### src/rtl/cdd_pkg.sv
package cdd_pkg;

	// Clock and execution times
	localparam int CLK_PERIOD_NS  = 100;
	localparam int CLEAR_TIME_NS  = 1530000;
	localparam int EXEC_TIME_NS   = 39000;
	localparam int DATA_TIME_NS   = 43000;
	localparam int BLINK_TIME_NS  = 400000000;
	localparam int CLEAR_CYCLES   = (CLEAR_TIME_NS + CLK_PERIOD_NS - 1) / CLK_PERIOD_NS;
	localparam int EXEC_CYCLES    = (EXEC_TIME_NS + CLK_PERIOD_NS - 1) / CLK_PERIOD_NS;
	localparam int DATA_CYCLES    = (DATA_TIME_NS + CLK_PERIOD_NS - 1) / CLK_PERIOD_NS;
	localparam int BLINK_CYCLES   = (BLINK_TIME_NS + CLK_PERIOD_NS - 1) / CLK_PERIOD_NS;

	// APB map
	localparam int           APB_ADDR_W = 12;
	localparam logic [11:0]  OFS_INSTR  = 12'h000;
	localparam logic [11:0]  OFS_DATA   = 12'h004;
	localparam logic [11:0]  OFS_STATUS = 12'h008;

	// RAM geometry and values
	localparam int           DISP_DEPTH  = 128;
	localparam int           GLYPH_DEPTH = 64;
	localparam logic [7:0]   SPACE_CODE  = 8'h20;
	localparam logic [6:0]   HOME_ADDR   = 7'h00;
	localparam logic [6:0]   FILL_LAST   = 7'h7f;

	// Opcode bit: position of the highest set data bit
	localparam logic [3:0]   OP_CLEAR = 4'h0;
	localparam logic [3:0]   OP_HOME  = 4'h1;
	localparam logic [3:0]   OP_ENTRY = 4'h2;
	localparam logic [3:0]   OP_DISP  = 4'h3;
	localparam logic [3:0]   OP_SHIFT = 4'h4;
	localparam logic [3:0]   OP_FUNC  = 4'h5;
	localparam logic [3:0]   OP_GLYPH = 4'h6;
	localparam logic [3:0]   OP_DISPLAY_RAM = 4'h7;
	localparam logic [3:0]   OP_NONE  = 4'h8;

	// Field positions inside instruction bytes
	localparam int ENTRY_DIR_BIT   = 1;
	localparam int ENTRY_SHIFT_BIT = 0;
	localparam int DISP_ON_BIT     = 2;
	localparam int CURSOR_BIT      = 1;
	localparam int BLINK_BIT       = 0;
	localparam int SC_BIT          = 3;
	localparam int RL_BIT          = 2;
	localparam int WIDTH_BIT       = 4;
	localparam int LINES_BIT       = 3;
	localparam int FONT_BIT        = 2;

	// Status word layout
	localparam int STAT_DISP_ON   = 0;
	localparam int STAT_CURSOR    = 1;
	localparam int STAT_BLINK     = 2;
	localparam int STAT_DIR       = 3;
	localparam int STAT_AUTOSHIFT = 4;
	localparam int STAT_WIDTH     = 5;
	localparam int STAT_LINES     = 6;
	localparam int STAT_FONT      = 7;
	localparam int STAT_GLYPH_SEL = 8;
	localparam int STAT_BUSY      = 9;
	localparam int STAT_SHIFT_LSB = 16;

	// Reset values
	localparam logic RST_DIR       = 1'b1;
	localparam logic RST_AUTOSHIFT = 1'b0;
	localparam logic RST_DISP_ON   = 1'b0;
	localparam logic RST_CURSOR    = 1'b0;
	localparam logic RST_BLINK     = 1'b0;
	localparam logic RST_WIDTH     = 1'b1;
	localparam logic RST_LINES     = 1'b0;
	localparam logic RST_FONT      = 1'b0;

	// Cursor dot row (zero based)
	localparam logic [3:0]   CURSOR_ROW_5X7  = 4'h7;
	localparam logic [3:0]   CURSOR_ROW_5X10 = 4'ha;

endpackage

### src/rtl/cdd_ram_if.sv
`timescale 1ns/1ps
interface cdd_ram_if;
	logic        glyph_sel;
	logic        we;
	logic [6:0]  addr;
	logic [7:0]  wdata;
	logic [7:0]  rdata;

	modport ctrl (output glyph_sel, output we, output addr, output wdata, input rdata);
	modport mem  (input glyph_sel, input we, input addr, input wdata, output rdata);
endinterface

### src/rtl/cdd_ram.sv
`timescale 1ns/1ps
module cdd_ram
	import cdd_pkg::*;
#(
	parameter int DISP_WORDS  = DISP_DEPTH,
	parameter int GLYPH_WORDS = GLYPH_DEPTH
)
(
	// Clock
	input  wire logic  clk_sys,
	// Access port
	cdd_ram_if.mem     ram
);

	logic [7:0] display_ram [DISP_WORDS];
	logic [7:0] glyph_ram   [GLYPH_WORDS];

	wire [5:0] glyph_addr = ram.addr[5:0];

	if (DISP_WORDS != 128 || GLYPH_WORDS != 64)
	begin : g_check
		$error("cdd_ram: depths must match the 7-bit and 6-bit address spaces");
	end

	// Contents survive reset and display-off on purpose
	always_ff @(posedge clk_sys)
	begin
		if (ram.we && !ram.glyph_sel)
			display_ram[ram.addr] <= ram.wdata;
		if (ram.we && ram.glyph_sel)
			glyph_ram[glyph_addr] <= ram.wdata;
	end

	assign ram.rdata = ram.glyph_sel ? glyph_ram[glyph_addr] : display_ram[ram.addr];

endmodule

### src/rtl/cdd_top.sv
// Decided for this implementation: the register addresses and the APB interface to the registers.
`timescale 1ns/1ps
module cdd_top
	import cdd_pkg::*;
#(
	parameter int CLEAR_CYC = CLEAR_CYCLES,
	parameter int BLINK_CYC = BLINK_CYCLES
)
(
	// Clock and reset
	input  wire logic                   clk_sys,
	input  wire logic                   reset,
	// APB slave
	input  wire logic                   psel,
	input  wire logic                   penable,
	input  wire logic                   pwrite,
	input  wire logic [APB_ADDR_W-1:0]  paddr,
	input  wire logic [31:0]            pwdata,
	output      logic [31:0]            prdata,
	output      logic                   pready,
	output      logic                   pslverr,
	// Display state
	output      logic                   display_on,
	output      logic                   cursor_draw,
	output      logic [3:0]             cursor_row,
	output      logic                   blink_solid,
	output      logic [6:0]             cursor_addr,
	output      logic [6:0]             display_shift,
	output      logic                   two_line,
	output      logic                   font_5x10,
	output      logic                   busy_flag
);

	localparam int BUSY_W  = $clog2(CLEAR_CYC + 1);
	localparam int BLINK_W = $clog2(BLINK_CYC + 1);

	if (CLEAR_CYC < DATA_CYCLES || BLINK_CYC < 2)
	begin : g_check
		$error("cdd_top: clear time must exceed data time and blink count be at least 2");
	end

	function automatic logic [3:0] top_bit(input logic [7:0] b);
		logic [3:0] idx;
		idx = OP_NONE;
		for (int i = 0; i < 8; i++)
			if (b[i])
				idx = 4'(i);
		return idx;
	endfunction

	cdd_ram_if ram ();

	cdd_ram u_ram
	(
		.clk_sys (clk_sys),
		.ram     (ram)
	);

	// State registers
	logic [BUSY_W-1:0]   busy_cnt_reg;
	logic [BUSY_W-1:0]   busy_cnt_next;
	logic [6:0]          address_counter_reg;
	logic [6:0]          address_counter_next;
	logic                step_pend_reg;
	logic                step_pend_next;
	logic [6:0]          shift_reg;
	logic [6:0]          shift_next;
	logic                clearing_reg;
	logic [6:0]          fill_addr_reg;
	logic                nib_phase_reg;
	logic [3:0]          nib_hi_reg;
	logic                entry_dir_reg;
	logic                entry_autoshift_reg;
	logic                disp_on_reg;
	logic                cursor_on_reg;
	logic                blink_on_reg;
	logic                bus_width_sel_reg;
	logic                lines_reg;
	logic                font_reg;
	logic                glyph_sel_reg;
	logic [BLINK_W-1:0]  blink_cnt_reg;
	logic                blink_phase_reg;
	logic                pready_reg;
	logic                pslverr_reg;
	logic [31:0]         prdata_reg;
	logic                cursor_draw_reg;
	logic [3:0]          cursor_row_reg;
	logic                blink_solid_reg;

	// Bus decode
	wire        apb_first   = psel & penable & ~pready_reg;
	wire        apb_done    = psel & penable & pready_reg;
	wire        hit_instr   = paddr == OFS_INSTR;
	wire        hit_data    = paddr == OFS_DATA;
	wire        hit_stat    = paddr == OFS_STATUS;
	wire        unmapped    = ~(hit_instr | hit_data | hit_stat);
	wire        busy        = busy_cnt_reg != '0;
	wire        busy_end    = busy_cnt_reg == BUSY_W'(1);
	wire        four_bit    = ~bus_width_sel_reg;
	wire        nib_last    = ~four_bit | nib_phase_reg;
	wire        port_access = hit_instr | hit_data;

	// Only the busy-flag read and status register accesses get through while busy
	// refuse while busy
	wire        refuse      = busy & (hit_data | (hit_instr & pwrite));
	wire        bad_access  = unmapped | refuse;
	wire        accepted    = apb_done & ~pslverr_reg;

	wire [7:0]  byte_in     = four_bit ? {nib_hi_reg, pwdata[7:4]} : pwdata[7:0];

	wire        cmd_go      = accepted & hit_instr & pwrite & nib_last;
	wire        wr_go       = accepted & hit_data & pwrite & nib_last;
	wire        rd_go       = accepted & hit_data & ~pwrite & nib_last;
	wire        data_go     = wr_go | rd_go;

	wire [3:0]  opcode      = top_bit(byte_in);
	wire        op_clear    = cmd_go & (opcode == OP_CLEAR);
	wire        op_home     = cmd_go & (opcode == OP_HOME);
	wire        op_entry    = cmd_go & (opcode == OP_ENTRY);
	wire        op_disp     = cmd_go & (opcode == OP_DISP);
	wire        op_shift    = cmd_go & (opcode == OP_SHIFT);
	wire        op_func     = cmd_go & (opcode == OP_FUNC);
	wire        op_glyph    = cmd_go & (opcode == OP_GLYPH);
	wire        op_display_ram    = cmd_go & (opcode == OP_DISPLAY_RAM);
	wire        op_any      = cmd_go & (opcode != OP_NONE);

	// Read path
	// busy flag over counter
	wire [7:0]  rd_byte     = hit_instr ? {busy, address_counter_reg} : ram.rdata;
	wire [7:0]  rd_lane     = ~four_bit ? rd_byte :
	                          nib_phase_reg ? {rd_byte[3:0], 4'h0} : {rd_byte[7:4], 4'h0};
	wire [31:0] status_word = {9'h000, shift_reg, 6'h00, busy, glyph_sel_reg, font_reg, lines_reg,
	                           bus_width_sel_reg, entry_autoshift_reg, entry_dir_reg, blink_on_reg,
	                           cursor_on_reg, disp_on_reg};
	wire [31:0] read_word   = hit_stat ? status_word : unmapped ? 32'h0000_0000 : {24'h000000, rd_lane};

	// RAM port; the clear sweep owns it while running, data access cannot collide as busy holds off
	// space fill sweep
	assign ram.glyph_sel = clearing_reg ? 1'b0 : glyph_sel_reg;
	assign ram.addr      = clearing_reg ? fill_addr_reg : address_counter_reg;
	assign ram.we        = clearing_reg | wr_go;
	assign ram.wdata     = clearing_reg ? SPACE_CODE : byte_in;

	// Busy timer
	// execution times
	always_comb
	begin
		busy_cnt_next = busy ? busy_cnt_reg - BUSY_W'(1) : busy_cnt_reg;
		if (op_clear || op_home)
			busy_cnt_next = BUSY_W'(CLEAR_CYC);
		else if (op_any)
			busy_cnt_next = BUSY_W'(EXEC_CYCLES);
		else if (data_go)
			busy_cnt_next = BUSY_W'(DATA_CYCLES);
	end

	// Address counter and display shift
	always_comb
	begin
		address_counter_next = address_counter_reg;
		step_pend_next       = step_pend_reg;
		shift_next           = shift_reg;
		if (step_pend_reg && busy_end)
		begin
			address_counter_next = entry_dir_reg ? address_counter_reg + 7'h01 : address_counter_reg - 7'h01;
			step_pend_next       = 1'b0;
		end
		if (data_go)
			step_pend_next = 1'b1;
		if (wr_go && entry_autoshift_reg && !glyph_sel_reg)
			shift_next = entry_dir_reg ? shift_reg + 7'h01 : shift_reg - 7'h01;
		if (op_clear || op_home)
		begin
			address_counter_next = HOME_ADDR;
			shift_next           = '0;
		end
		if (op_shift && !byte_in[SC_BIT])
			address_counter_next = byte_in[RL_BIT] ? address_counter_reg + 7'h01 : address_counter_reg - 7'h01;
		if (op_shift && byte_in[SC_BIT])
			shift_next = byte_in[RL_BIT] ? shift_reg - 7'h01 : shift_reg + 7'h01;
		if (op_glyph)
			address_counter_next = {1'b0, byte_in[5:0]};
		if (op_display_ram)
			address_counter_next = byte_in[6:0];
	end

	always_ff @(posedge clk_sys or posedge reset)
	begin
		if (reset)
		begin
			busy_cnt_reg        <= '0;
			address_counter_reg <= HOME_ADDR;
			step_pend_reg       <= 1'b0;
			shift_reg           <= '0;
		end
		else
		begin
			busy_cnt_reg        <= busy_cnt_next;
			address_counter_reg <= address_counter_next;
			step_pend_reg       <= step_pend_next;
			shift_reg           <= shift_next;
		end
	end

	// Clear sweep covers the whole array, well inside the clear time
	always_ff @(posedge clk_sys or posedge reset)
	begin
		if (reset)
		begin
			clearing_reg  <= 1'b0;
			fill_addr_reg <= '0;
		end
		else if (op_clear)
		begin
			clearing_reg  <= 1'b1;
			fill_addr_reg <= '0;
		end
		else if (clearing_reg)
		begin
			clearing_reg  <= fill_addr_reg != FILL_LAST;
			fill_addr_reg <= fill_addr_reg + 7'h01;
		end
	end

	// Nibble pairing, resynced by every executed instruction
	// two nibbles per byte
	always_ff @(posedge clk_sys or posedge reset)
	begin
		if (reset)
		begin
			nib_phase_reg <= 1'b0;
			nib_hi_reg    <= '0;
		end
		else if (cmd_go || !four_bit)
			nib_phase_reg <= 1'b0;
		else if (accepted && port_access)
		begin
			nib_phase_reg <= ~nib_phase_reg;
			if (!nib_phase_reg)
				nib_hi_reg <= pwdata[7:4];
		end
	end

	// Mode latches
	always_ff @(posedge clk_sys or posedge reset)
	begin
		if (reset)
		begin
			entry_dir_reg       <= RST_DIR;
			entry_autoshift_reg <= RST_AUTOSHIFT;
			disp_on_reg         <= RST_DISP_ON;
			cursor_on_reg       <= RST_CURSOR;
			blink_on_reg        <= RST_BLINK;
			bus_width_sel_reg   <= RST_WIDTH;
			lines_reg           <= RST_LINES;
			font_reg            <= RST_FONT;
			glyph_sel_reg       <= 1'b0;
		end
		else
		begin
			if (op_clear)
				entry_dir_reg <= 1'b1;
			if (op_entry)
			begin
				entry_dir_reg       <= byte_in[ENTRY_DIR_BIT];
				entry_autoshift_reg <= byte_in[ENTRY_SHIFT_BIT];
			end
			if (op_disp)
			begin
				disp_on_reg   <= byte_in[DISP_ON_BIT];
				cursor_on_reg <= byte_in[CURSOR_BIT];
				blink_on_reg  <= byte_in[BLINK_BIT];
			end
			if (op_func)
			begin
				bus_width_sel_reg <= byte_in[WIDTH_BIT];
				lines_reg         <= byte_in[LINES_BIT];
				font_reg          <= byte_in[FONT_BIT];
			end
			if (op_glyph)
				glyph_sel_reg <= 1'b1;
			if (op_display_ram)
				glyph_sel_reg <= 1'b0;
		end
	end

	// Blink timebase free-runs so the phase never stalls mid-interval
	// 0.4 s alternation
	always_ff @(posedge clk_sys or posedge reset)
	begin
		if (reset)
		begin
			blink_cnt_reg   <= '0;
			blink_phase_reg <= 1'b0;
		end
		else if (blink_cnt_reg == BLINK_W'(BLINK_CYC - 1))
		begin
			blink_cnt_reg   <= '0;
			blink_phase_reg <= ~blink_phase_reg;
		end
		else
			blink_cnt_reg <= blink_cnt_reg + BLINK_W'(1);
	end

	// Display outputs
	// cursor row by font
	always_ff @(posedge clk_sys or posedge reset)
	begin
		if (reset)
		begin
			cursor_draw_reg <= 1'b0;
			cursor_row_reg  <= CURSOR_ROW_5X7;
			blink_solid_reg <= 1'b0;
		end
		else
		begin
			cursor_draw_reg <= disp_on_reg & cursor_on_reg;
			cursor_row_reg  <= font_reg ? CURSOR_ROW_5X10 : CURSOR_ROW_5X7;
			blink_solid_reg <= disp_on_reg & blink_on_reg & blink_phase_reg;
		end
	end

	// APB answer: one wait state, so read data is settled before pready
	// read selected RAM
	always_ff @(posedge clk_sys or posedge reset)
	begin
		if (reset)
		begin
			pready_reg  <= 1'b0;
			pslverr_reg <= 1'b0;
			prdata_reg  <= '0;
		end
		else
		begin
			pready_reg <= apb_first;
			if (apb_first)
			begin
				pslverr_reg <= bad_access;
				prdata_reg  <= read_word;
			end
			else if (apb_done)
				pslverr_reg <= 1'b0;
		end
	end

	assign pready        = pready_reg;
	assign pslverr       = pslverr_reg & pready_reg;
	assign prdata        = prdata_reg;
	assign display_on    = disp_on_reg;
	assign cursor_draw   = cursor_draw_reg;
	assign cursor_row    = cursor_row_reg;
	assign blink_solid   = blink_solid_reg;
	assign cursor_addr   = address_counter_reg;
	assign display_shift = shift_reg;
	assign two_line      = lines_reg;
	assign font_5x10     = font_reg;
	assign busy_flag     = busy;

endmodule

### config.mk
export PLATFORM = sky130hd
export DESIGN_NAME = cdd_top
export DESIGN_NICKNAME = d
export VERILOG_FILES = /design/src/rtl/cdd_pkg.sv /design/src/rtl/cdd_ram_if.sv /design/src/rtl/cdd_ram.sv /design/src/rtl/cdd_top.sv
export SDC_FILE = /design/constraint.sdc
export NUM_CORES = 2
export LEC_CHECK = 0
export ABC_AREA = 1
export BUFFER_PORTS_ARGS = -buffer_cell sky130_fd_sc_hd__buf_4
export CAP_MARGIN = 20
export CORE_ASPECT_RATIO = 0.6
export CORE_MARGIN = 8
export CORE_UTILIZATION = 28
export DETAILED_ROUTE_END_ITERATION = 10
export PLACE_DENSITY = 0.46
export REMOVE_ABC_BUFFERS = 1
export SLEW_MARGIN = 20
export SYNTH_ARGS = -nofsm -noshare
export SYNTH_HDL_FRONTEND = slang
export SYNTH_SLANG_ARGS = --single-unit
export TNS_END_PERCENT = 10
### constraint.sdc
create_clock -name clk_sys -period 8.1 [get_ports clk_sys]
set_input_delay 1.62 -clock clk_sys [delete_from_list [all_inputs] [get_ports clk_sys]]
set_output_delay 1.62 -clock clk_sys [all_outputs]
set_load 0.02 [all_outputs]
== Word-level counts from Yosys, hierarchy flattened ==
Memories as Yosys holds them, arrays and structs flattened.
Cells that the tools add are included.
Storage, ports and cells
  register bits: 114
  bits in writable memories: 1536
  input port bits: 49
  output and inout port bits: 58
  word-level logic and storage cells: 168
  memories kept: 2
Memory list
  u_ram.display_ram: words 128, bits a word 8, read ports 1, clocked after memory_dff 0, wr ports 1, RTL line cdd_ram.sv:15  | logic [7:0] display_ram [DISP_WORDS];
  u_ram.glyph_ram: words 64, bits a word 8, read ports 1, clocked after memory_dff 0, wr ports 1, RTL line cdd_ram.sv:16  | logic [7:0] glyph_ram [GLYPH_WORDS];
Cells by class
  add/sub/neg operators: 7
  equality and inequality tests: 13
  mux-type cells: 54
  bitwise operators: 41
  reductions and logical operators: 26
Operators with widths (count)
  two-way mux 7 bit: 15
  two-way mux 14 bit: 4
  two-way mux 8 bit: 7
  two-way mux 4 bit: 9
  bitwise AND 1 bit: 27
  two-way mux 23 bit: 1
  adder 22 x 1 -> 22 bit, second input constant: 1
  == test 22 bit, second input constant: 1
  two-way mux 22 bit: 1
  adder 7 x 1 -> 7 bit, second input constant: 3
  two-way mux 1 bit: 17
  == test 4 x 3 -> 1 bit, second input constant: 4
  == test 14 x 1 -> 1 bit, second input constant: 1
  nonzero test 14 bit: 1
  subtractor 14 x 1 -> 14 bit, second input constant: 1
  subtractor 7 x 1 -> 7 bit, second input constant: 2
  == test 12 x 3 -> 1 bit, second input constant: 1
  == test 12 x 4 -> 1 bit, second input constant: 1
  zero test 12 bit: 1
  nonzero test 2 bit: 6
  == test 4 x 2 -> 1 bit, second input constant: 2
  logical AND 1 bit: 8
  inequality test 7 bit, second input constant: 1
  NOT 1 bit: 7
  other kinds (10): 19

== Longest topological paths before layout ==
  depth after elaboration: 16
  mapped depth: 24
  mapped depth without buffers: 22

== Modules after synthesis ==
A second synthesis with hierarchy kept.
Unflattened totals
  cell total of the unflattened synthesis: 6836
  area, all modules: 69934.6 sq um
Modules (own cells, without submodules)
  cdd_ram: instances 1, cells each 5962, area each 63682.3 sq um, sequential area each 46124.2 sq um
  cdd_top: instances 1, cells each 874, area each 6252.2 sq um, sequential area each 2431.1 sq um

== Least setup slack after synthesis ==
Ideal clock, no wire load.
  path type: input port to flip-flop
  start: in pwdata[6]
  end: mem u_ram.display_ram[0][2] (data pin)
  library setup time: 1.095 ns
  arrival time: 6.530 ns
  data required time: 7.005 ns
  slack: 0.475 ns
  stages on the path: 4
  path buffers: 0
  cell sequence: inv_1 -> o21ai_2 -> inv_1 -> nor2_1
On the way
  word-level cells in the longest chain between the ends: 2
Ends and longest elaborated chain
  from (decl): RTL line cdd_top.sv:18  | input wire logic [31:0] pwdata,
  two-way mux 8 bit: RTL line cdd_top.sv:109  | wire [7:0] byte_in = four_bit ? {nib_hi_reg, pwdata[7:4]} : pwdata[7:0];
  two-way mux 8 bit: RTL line cdd_top.sv:142  | assign ram.wdata = clearing_reg ? SPACE_CODE : byte_in;
  via ram.wdata[2]: RTL line cdd_ram_if.sv:6  | logic [7:0] wdata;
  to (decl): RTL line cdd_ram.sv:15
The timed path passes the listed nets, and every way through them passes these cells.

== Worst setup path in the final report ==
  start: reg clearing_reg
  end: reg prdata_reg[6], in the netlist prdata[6]
On the way
  word-level cells in the longest chain between the ends: 8
  elaborated cells on any way between the ends: 10
  those cells by class: mux: 8; memory: 2
Ends and longest elaborated chain
  from (decl): RTL line cdd_top.sv:68  | logic clearing_reg;
  from (signal assigned): RTL line cdd_top.sv:210  | clearing_reg <= 1'b0;
  from (signal assigned): RTL line cdd_top.sv:215  | clearing_reg <= 1'b1;
  from (signal assigned): RTL line cdd_top.sv:220  | clearing_reg <= fill_addr_reg != FILL_LAST;
  two-way mux 7 bit: RTL line cdd_top.sv:140  | assign ram.addr = clearing_reg ? fill_addr_reg : address_counter_reg;
  memory read (128 x 8 bit) or memory read (64 x 8 bit) (tied branches)
  two-way mux 8 bit *: RTL line cdd_ram.sv:34  | assign ram.rdata = ram.glyph_sel ? glyph_ram[glyph_addr] : display_ram[ram.addr];
  two-way mux 8 bit *: RTL line cdd_top.sv:129  | wire [7:0] rd_byte = hit_instr ? {busy, address_counter_reg} : ram.rdata;
  two-way mux 8 bit: RTL line cdd_top.sv:131  | nib_phase_reg ? {rd_byte[3:0], 4'h0} : {rd_byte[7:4], 4'h0};
  two-way mux 8 bit *: RTL line cdd_top.sv:130  | wire [7:0] rd_lane = ~four_bit ? rd_byte :
  two-way mux 8 bit *: RTL line cdd_top.sv:135  | wire [31:0] read_word = hit_stat ? status_word : unmapped ? 32'h0000_0000 : {24'h000000, rd_lane};
  two-way mux 23 bit *: RTL line cdd_top.sv:135
  to (signal assigned): RTL line cdd_top.sv:339  | prdata_reg <= read_word;
  to (decl): RTL line cdd_top.sv:85  | logic [31:0] prdata_reg;
Every way passes the cells marked *; elsewhere a longest branch is shown, timed or not.
A chain may end at the register's enable or synchronous reset.

==> run metrics <==
class of the tightest hold or removal check register to register; Floorplan Core Area 246000 um2; met1 routing resource usage after global routing 0.259; synthesis warning total 0; unrepaired setup endpoints after global routing no; highest ir drop seen on vdd ~0.16 mV; WP data arrival 6.19 ns; most used flip-flop cell after synthesis edfxtp_1; overall power after layout between 15000 and 20000 uW; number of unique standard cell types used by synthesis between 50 and 60; element type at the critical path end register; count of pins on the block boundary between 100 and 150; starting density of the core 0.281; routed length per instance around 22 um; Pre-Repair DR Iteration Count 6; buffer cell driving the clock tree root clkbuf_16; ratio of routed vias to standard cells around 4.7; met2 global-route usage 0.209; max frequency between 0.15 and 0.2 GHz; Filler cells approximately 25000; slew at the pin with the worst max-slew slack approximately 1.2 ns; mean area per synthesized cell 10.6 um2; max reg flops 1024; die extent in x roughly 660 um; number of endpoints failing setup at the final stage 0; Post-DRT Antenna Nets 0; routed via count around 47000; grt met3 use 0.0513; std cell rows around 140; number of input and output port buffers inserted between 60 and 70; TritonCTS Buffers ~160; fraction of the core area covered by cells at the end of the flow 0.318; data required time of the worst path just under 9 ns; GP Congestion roughly 0.87; count of maximum capacitance violations 0; cell count after placement about 9700; flops & latches, synth 1633; number of remaining DRC errors 0; Worst Path Max Fanout 93; htree depth 4; Syn-to-layout area delta 13.1%; worst max-slew margin expressed relative to the limit 0.213; netlist area before placement between 60000 and 70000 um2; fin crit period between 5 and 6 ns; PostCTS Resize Cnt 0; HPWL reported at the end of detailed placement about 130 mm; total power per unit cell area 212 nW/um2; global-route wire length before repair about 320 mm; share of async-settable or async-resettable flops after synthesis 0.0594; residual overflow from global routing 0; number of nets in the layout between 6000 and 7000; hold slack final 0.456 ns; share of the clock period used by the worst path after layout 0.674; number of global-route vias before repair roughly 44000; clock-pin slew of the registers on the worst-case setup and hold paths 0.06 ns; final count of pins violating max slew 0; Worst Setup Path Type register to register; maximum number of pins on one net before global-route repair between 150 and 200; count of final hold-check violations 0; overall track demand over capacity in global routing 0.162; setup clock skew after layout ~0.035 ns; leakage power total approximately 0.031 uW; clock tree from TritonCTS built; DRC violation total after the first TritonRoute iteration ~5400; sequential fraction of the synthesis area 0.703; final non-filler cell total 9955; ratio of cells with drive above 1 in the final layout 0.0629; WL final 221 mm; result of the run complete, no violations; Post-CTS Hold Fix Bufs 0; count of mapped cells out of synthesis between 6000 and 7000; clock sink count roughly 1600; initial antenna violation count 8; # Post-CTS Setup Buffers 0; source-to-sink clock delay at the later pin of the worst-skew pair 0.81 ns; maximum root-to-sink buffer count 4; busiest grt layer met1; area enclosed by the die boundary ~260000 um2; kind of start point of the critical path register; Post-synth EDFFs roughly 1500; worst reg2reg setup slack 2.64 ns; Vert. Die Dim ~400 um
final cells by class:
type                    count  area, um2  share of cell area
diodes                      3       7.51           0.0000960
clock buffers             213       4330              0.0554
clock inverters            70        507             0.00648
inverters                 304       1150              0.0147
multi-input cells        4284      18100               0.232
flip-flops and latches   1633      48600               0.621
well taps                3289       4120              0.0526
repair buffers            159       1390              0.0178
critical path, stage by stage, from the launching register on:
cell and delay, ns:
dfrtp_1 0.67, inv_2 0.26, nand2_2 0.47, nand2_8 0.38
inv_8 0.65, buf_4 0.59, nand2_1 0.09, nand3_1 0.10
nand2_1 0.06, o21ai_1 0.72, nand4_1 0.29, nand2_1 0.15
nand2_1 0.06, o21ai_1 0.28, nand2_1 0.17, nand3_1 0.10
nand3_1 0.09, a21oi_1 0.13
path summary, 6_finish.rpt:
path,end,cells after the start,from
min reg2reg,cursor_row[3]$_DFF_PP0_,0,font_5x10$_DFFE_PP0P_
max,prdata[6]$_DFFE_PP0P_,17,clearing_reg$_DFF_PP0_
min,cursor_row[3]$_DFF_PP0_,0,font_5x10$_DFFE_PP0P_
min in group asynchronous,nib_hi_reg[2]$_DFFE_PP0P_,2,reset
max reg2reg,prdata[6]$_DFFE_PP0P_,17,clearing_reg$_DFF_PP0_
max in group asynchronous,blink_cnt_reg[14]$_DFF_PP0_,3,reset
per-stage QoR:
step	worst slack (ns)	setup TNS, ns	area (um2)
2_1_floorplan	-5.72	-4265.30	67600
3_3_place_gp	2.71	0	73300
3_5_place_dp	2.70	0	73300
4_1_cts	2.70	0	78100
5_1_grt	2.30	0	78200
6_report	2.64	0	78200
where the power goes:
group | switching (uW) | internal [uW] | total, uW
Clock | 3300 | 3960 | 7260
Combinational | 128 | 46.7 | 174
Sequential | 12.4 | 9110 | 9120
Yosys cell counts (2+ instances only):
| master | number | share of area |
|---|---|---|
| o41ai_1 | 2 | 0.00025 |
| nand3b_1 | 12 | 0.0013 |
| xor2_1 | 28 | 0.0035 |
| buf_2 | 145 | 0.011 |
| dfrtp_1 | 94 | 0.034 |
| buf_1 | 21 | 0.0011 |
| o22ai_1 | 17 | 0.0015 |
| o21bai_1 | 34 | 0.0037 |
| a21oi_1 | 84 | 0.0061 |
| nand4_1 | 25 | 0.0023 |
| nand2_2 | 8 | 0.00072 |
| o21a_1 | 2 | 0.00022 |
| or2_2 | 4 | 0.00036 |
| a31oi_1 | 12 | 0.0011 |
| dfstp_2 | 3 | 0.0011 |
| ha_1 | 8 | 0.0014 |
| nand2_1 | 2320 | 0.13 |
| o21ai_0 | 317 | 0.023 |
| o221ai_1 | 2 | 0.00025 |
| buf_4 | 33 | 0.0036 |
| inv_2 | 5 | 0.00027 |
| o31ai_1 | 2 | 0.00022 |
| a22oi_1 | 15 | 0.0016 |
| xnor2_1 | 6 | 0.00076 |
| o211ai_1 | 4 | 0.00043 |
| inv_1 | 299 | 0.016 |
| nand3_1 | 292 | 0.021 |
| and2_1 | 2 | 0.00018 |
| clkbuf_1 | 123 | 0.0067 |
| nor2_2 | 10 | 0.00091 |
| o21ai_1 | 91 | 0.0066 |
| buf_6 | 2 | 0.00033 |
| nor2_1 | 923 | 0.050 |
| nor3_1 | 27 | 0.0020 |
| edfxtp_1 | 1536 | 0.67 |
| o21ai_2 | 3 | 0.00038 |
| nor4_1 | 3 | 0.00027 |
| conb_1 | 2 | 0.00011 |
logic make-up after synthesis:
logic type / count (synthesis) / share of synthesized area
compound gates: 593 / 0.0465
xor+xnor: 34 / 0.00431
fa+ha+maj: 8 / 0.00145
buf+inv: 628 / 0.0387
flops: 1633 / 0.703
mux: 1 / 0.000163
other cells: 2 / 0.000109
simple gates: 3632 / 0.206
metal layers:
metal / vias to the layer above / wire length [um]
met5: - / 26
met4: 4 / 3470
met2: 1700 / 83700
li1: 21800 / -
met1: 23400 / 111000
met3: 233 / 23000
layout by cell type (no fill, tap or decap), drive strengths merged, types with 27 or more instances in the layout:
| master | count |
|---|---|
| o21ai | 411 |
| o21bai | 34 |
| dfrtp | 94 |
| edfxtp | 1536 |
| buf | 159 |
| xor2 | 28 |
| inv | 305 |
| a21oi | 85 |
| nor3 | 27 |
| nand3 | 292 |
| clkinv | 60 |
| nor2 | 934 |
| clkbuf | 213 |
| nand2 | 2329 |
(Power assumes the default switching activity.)
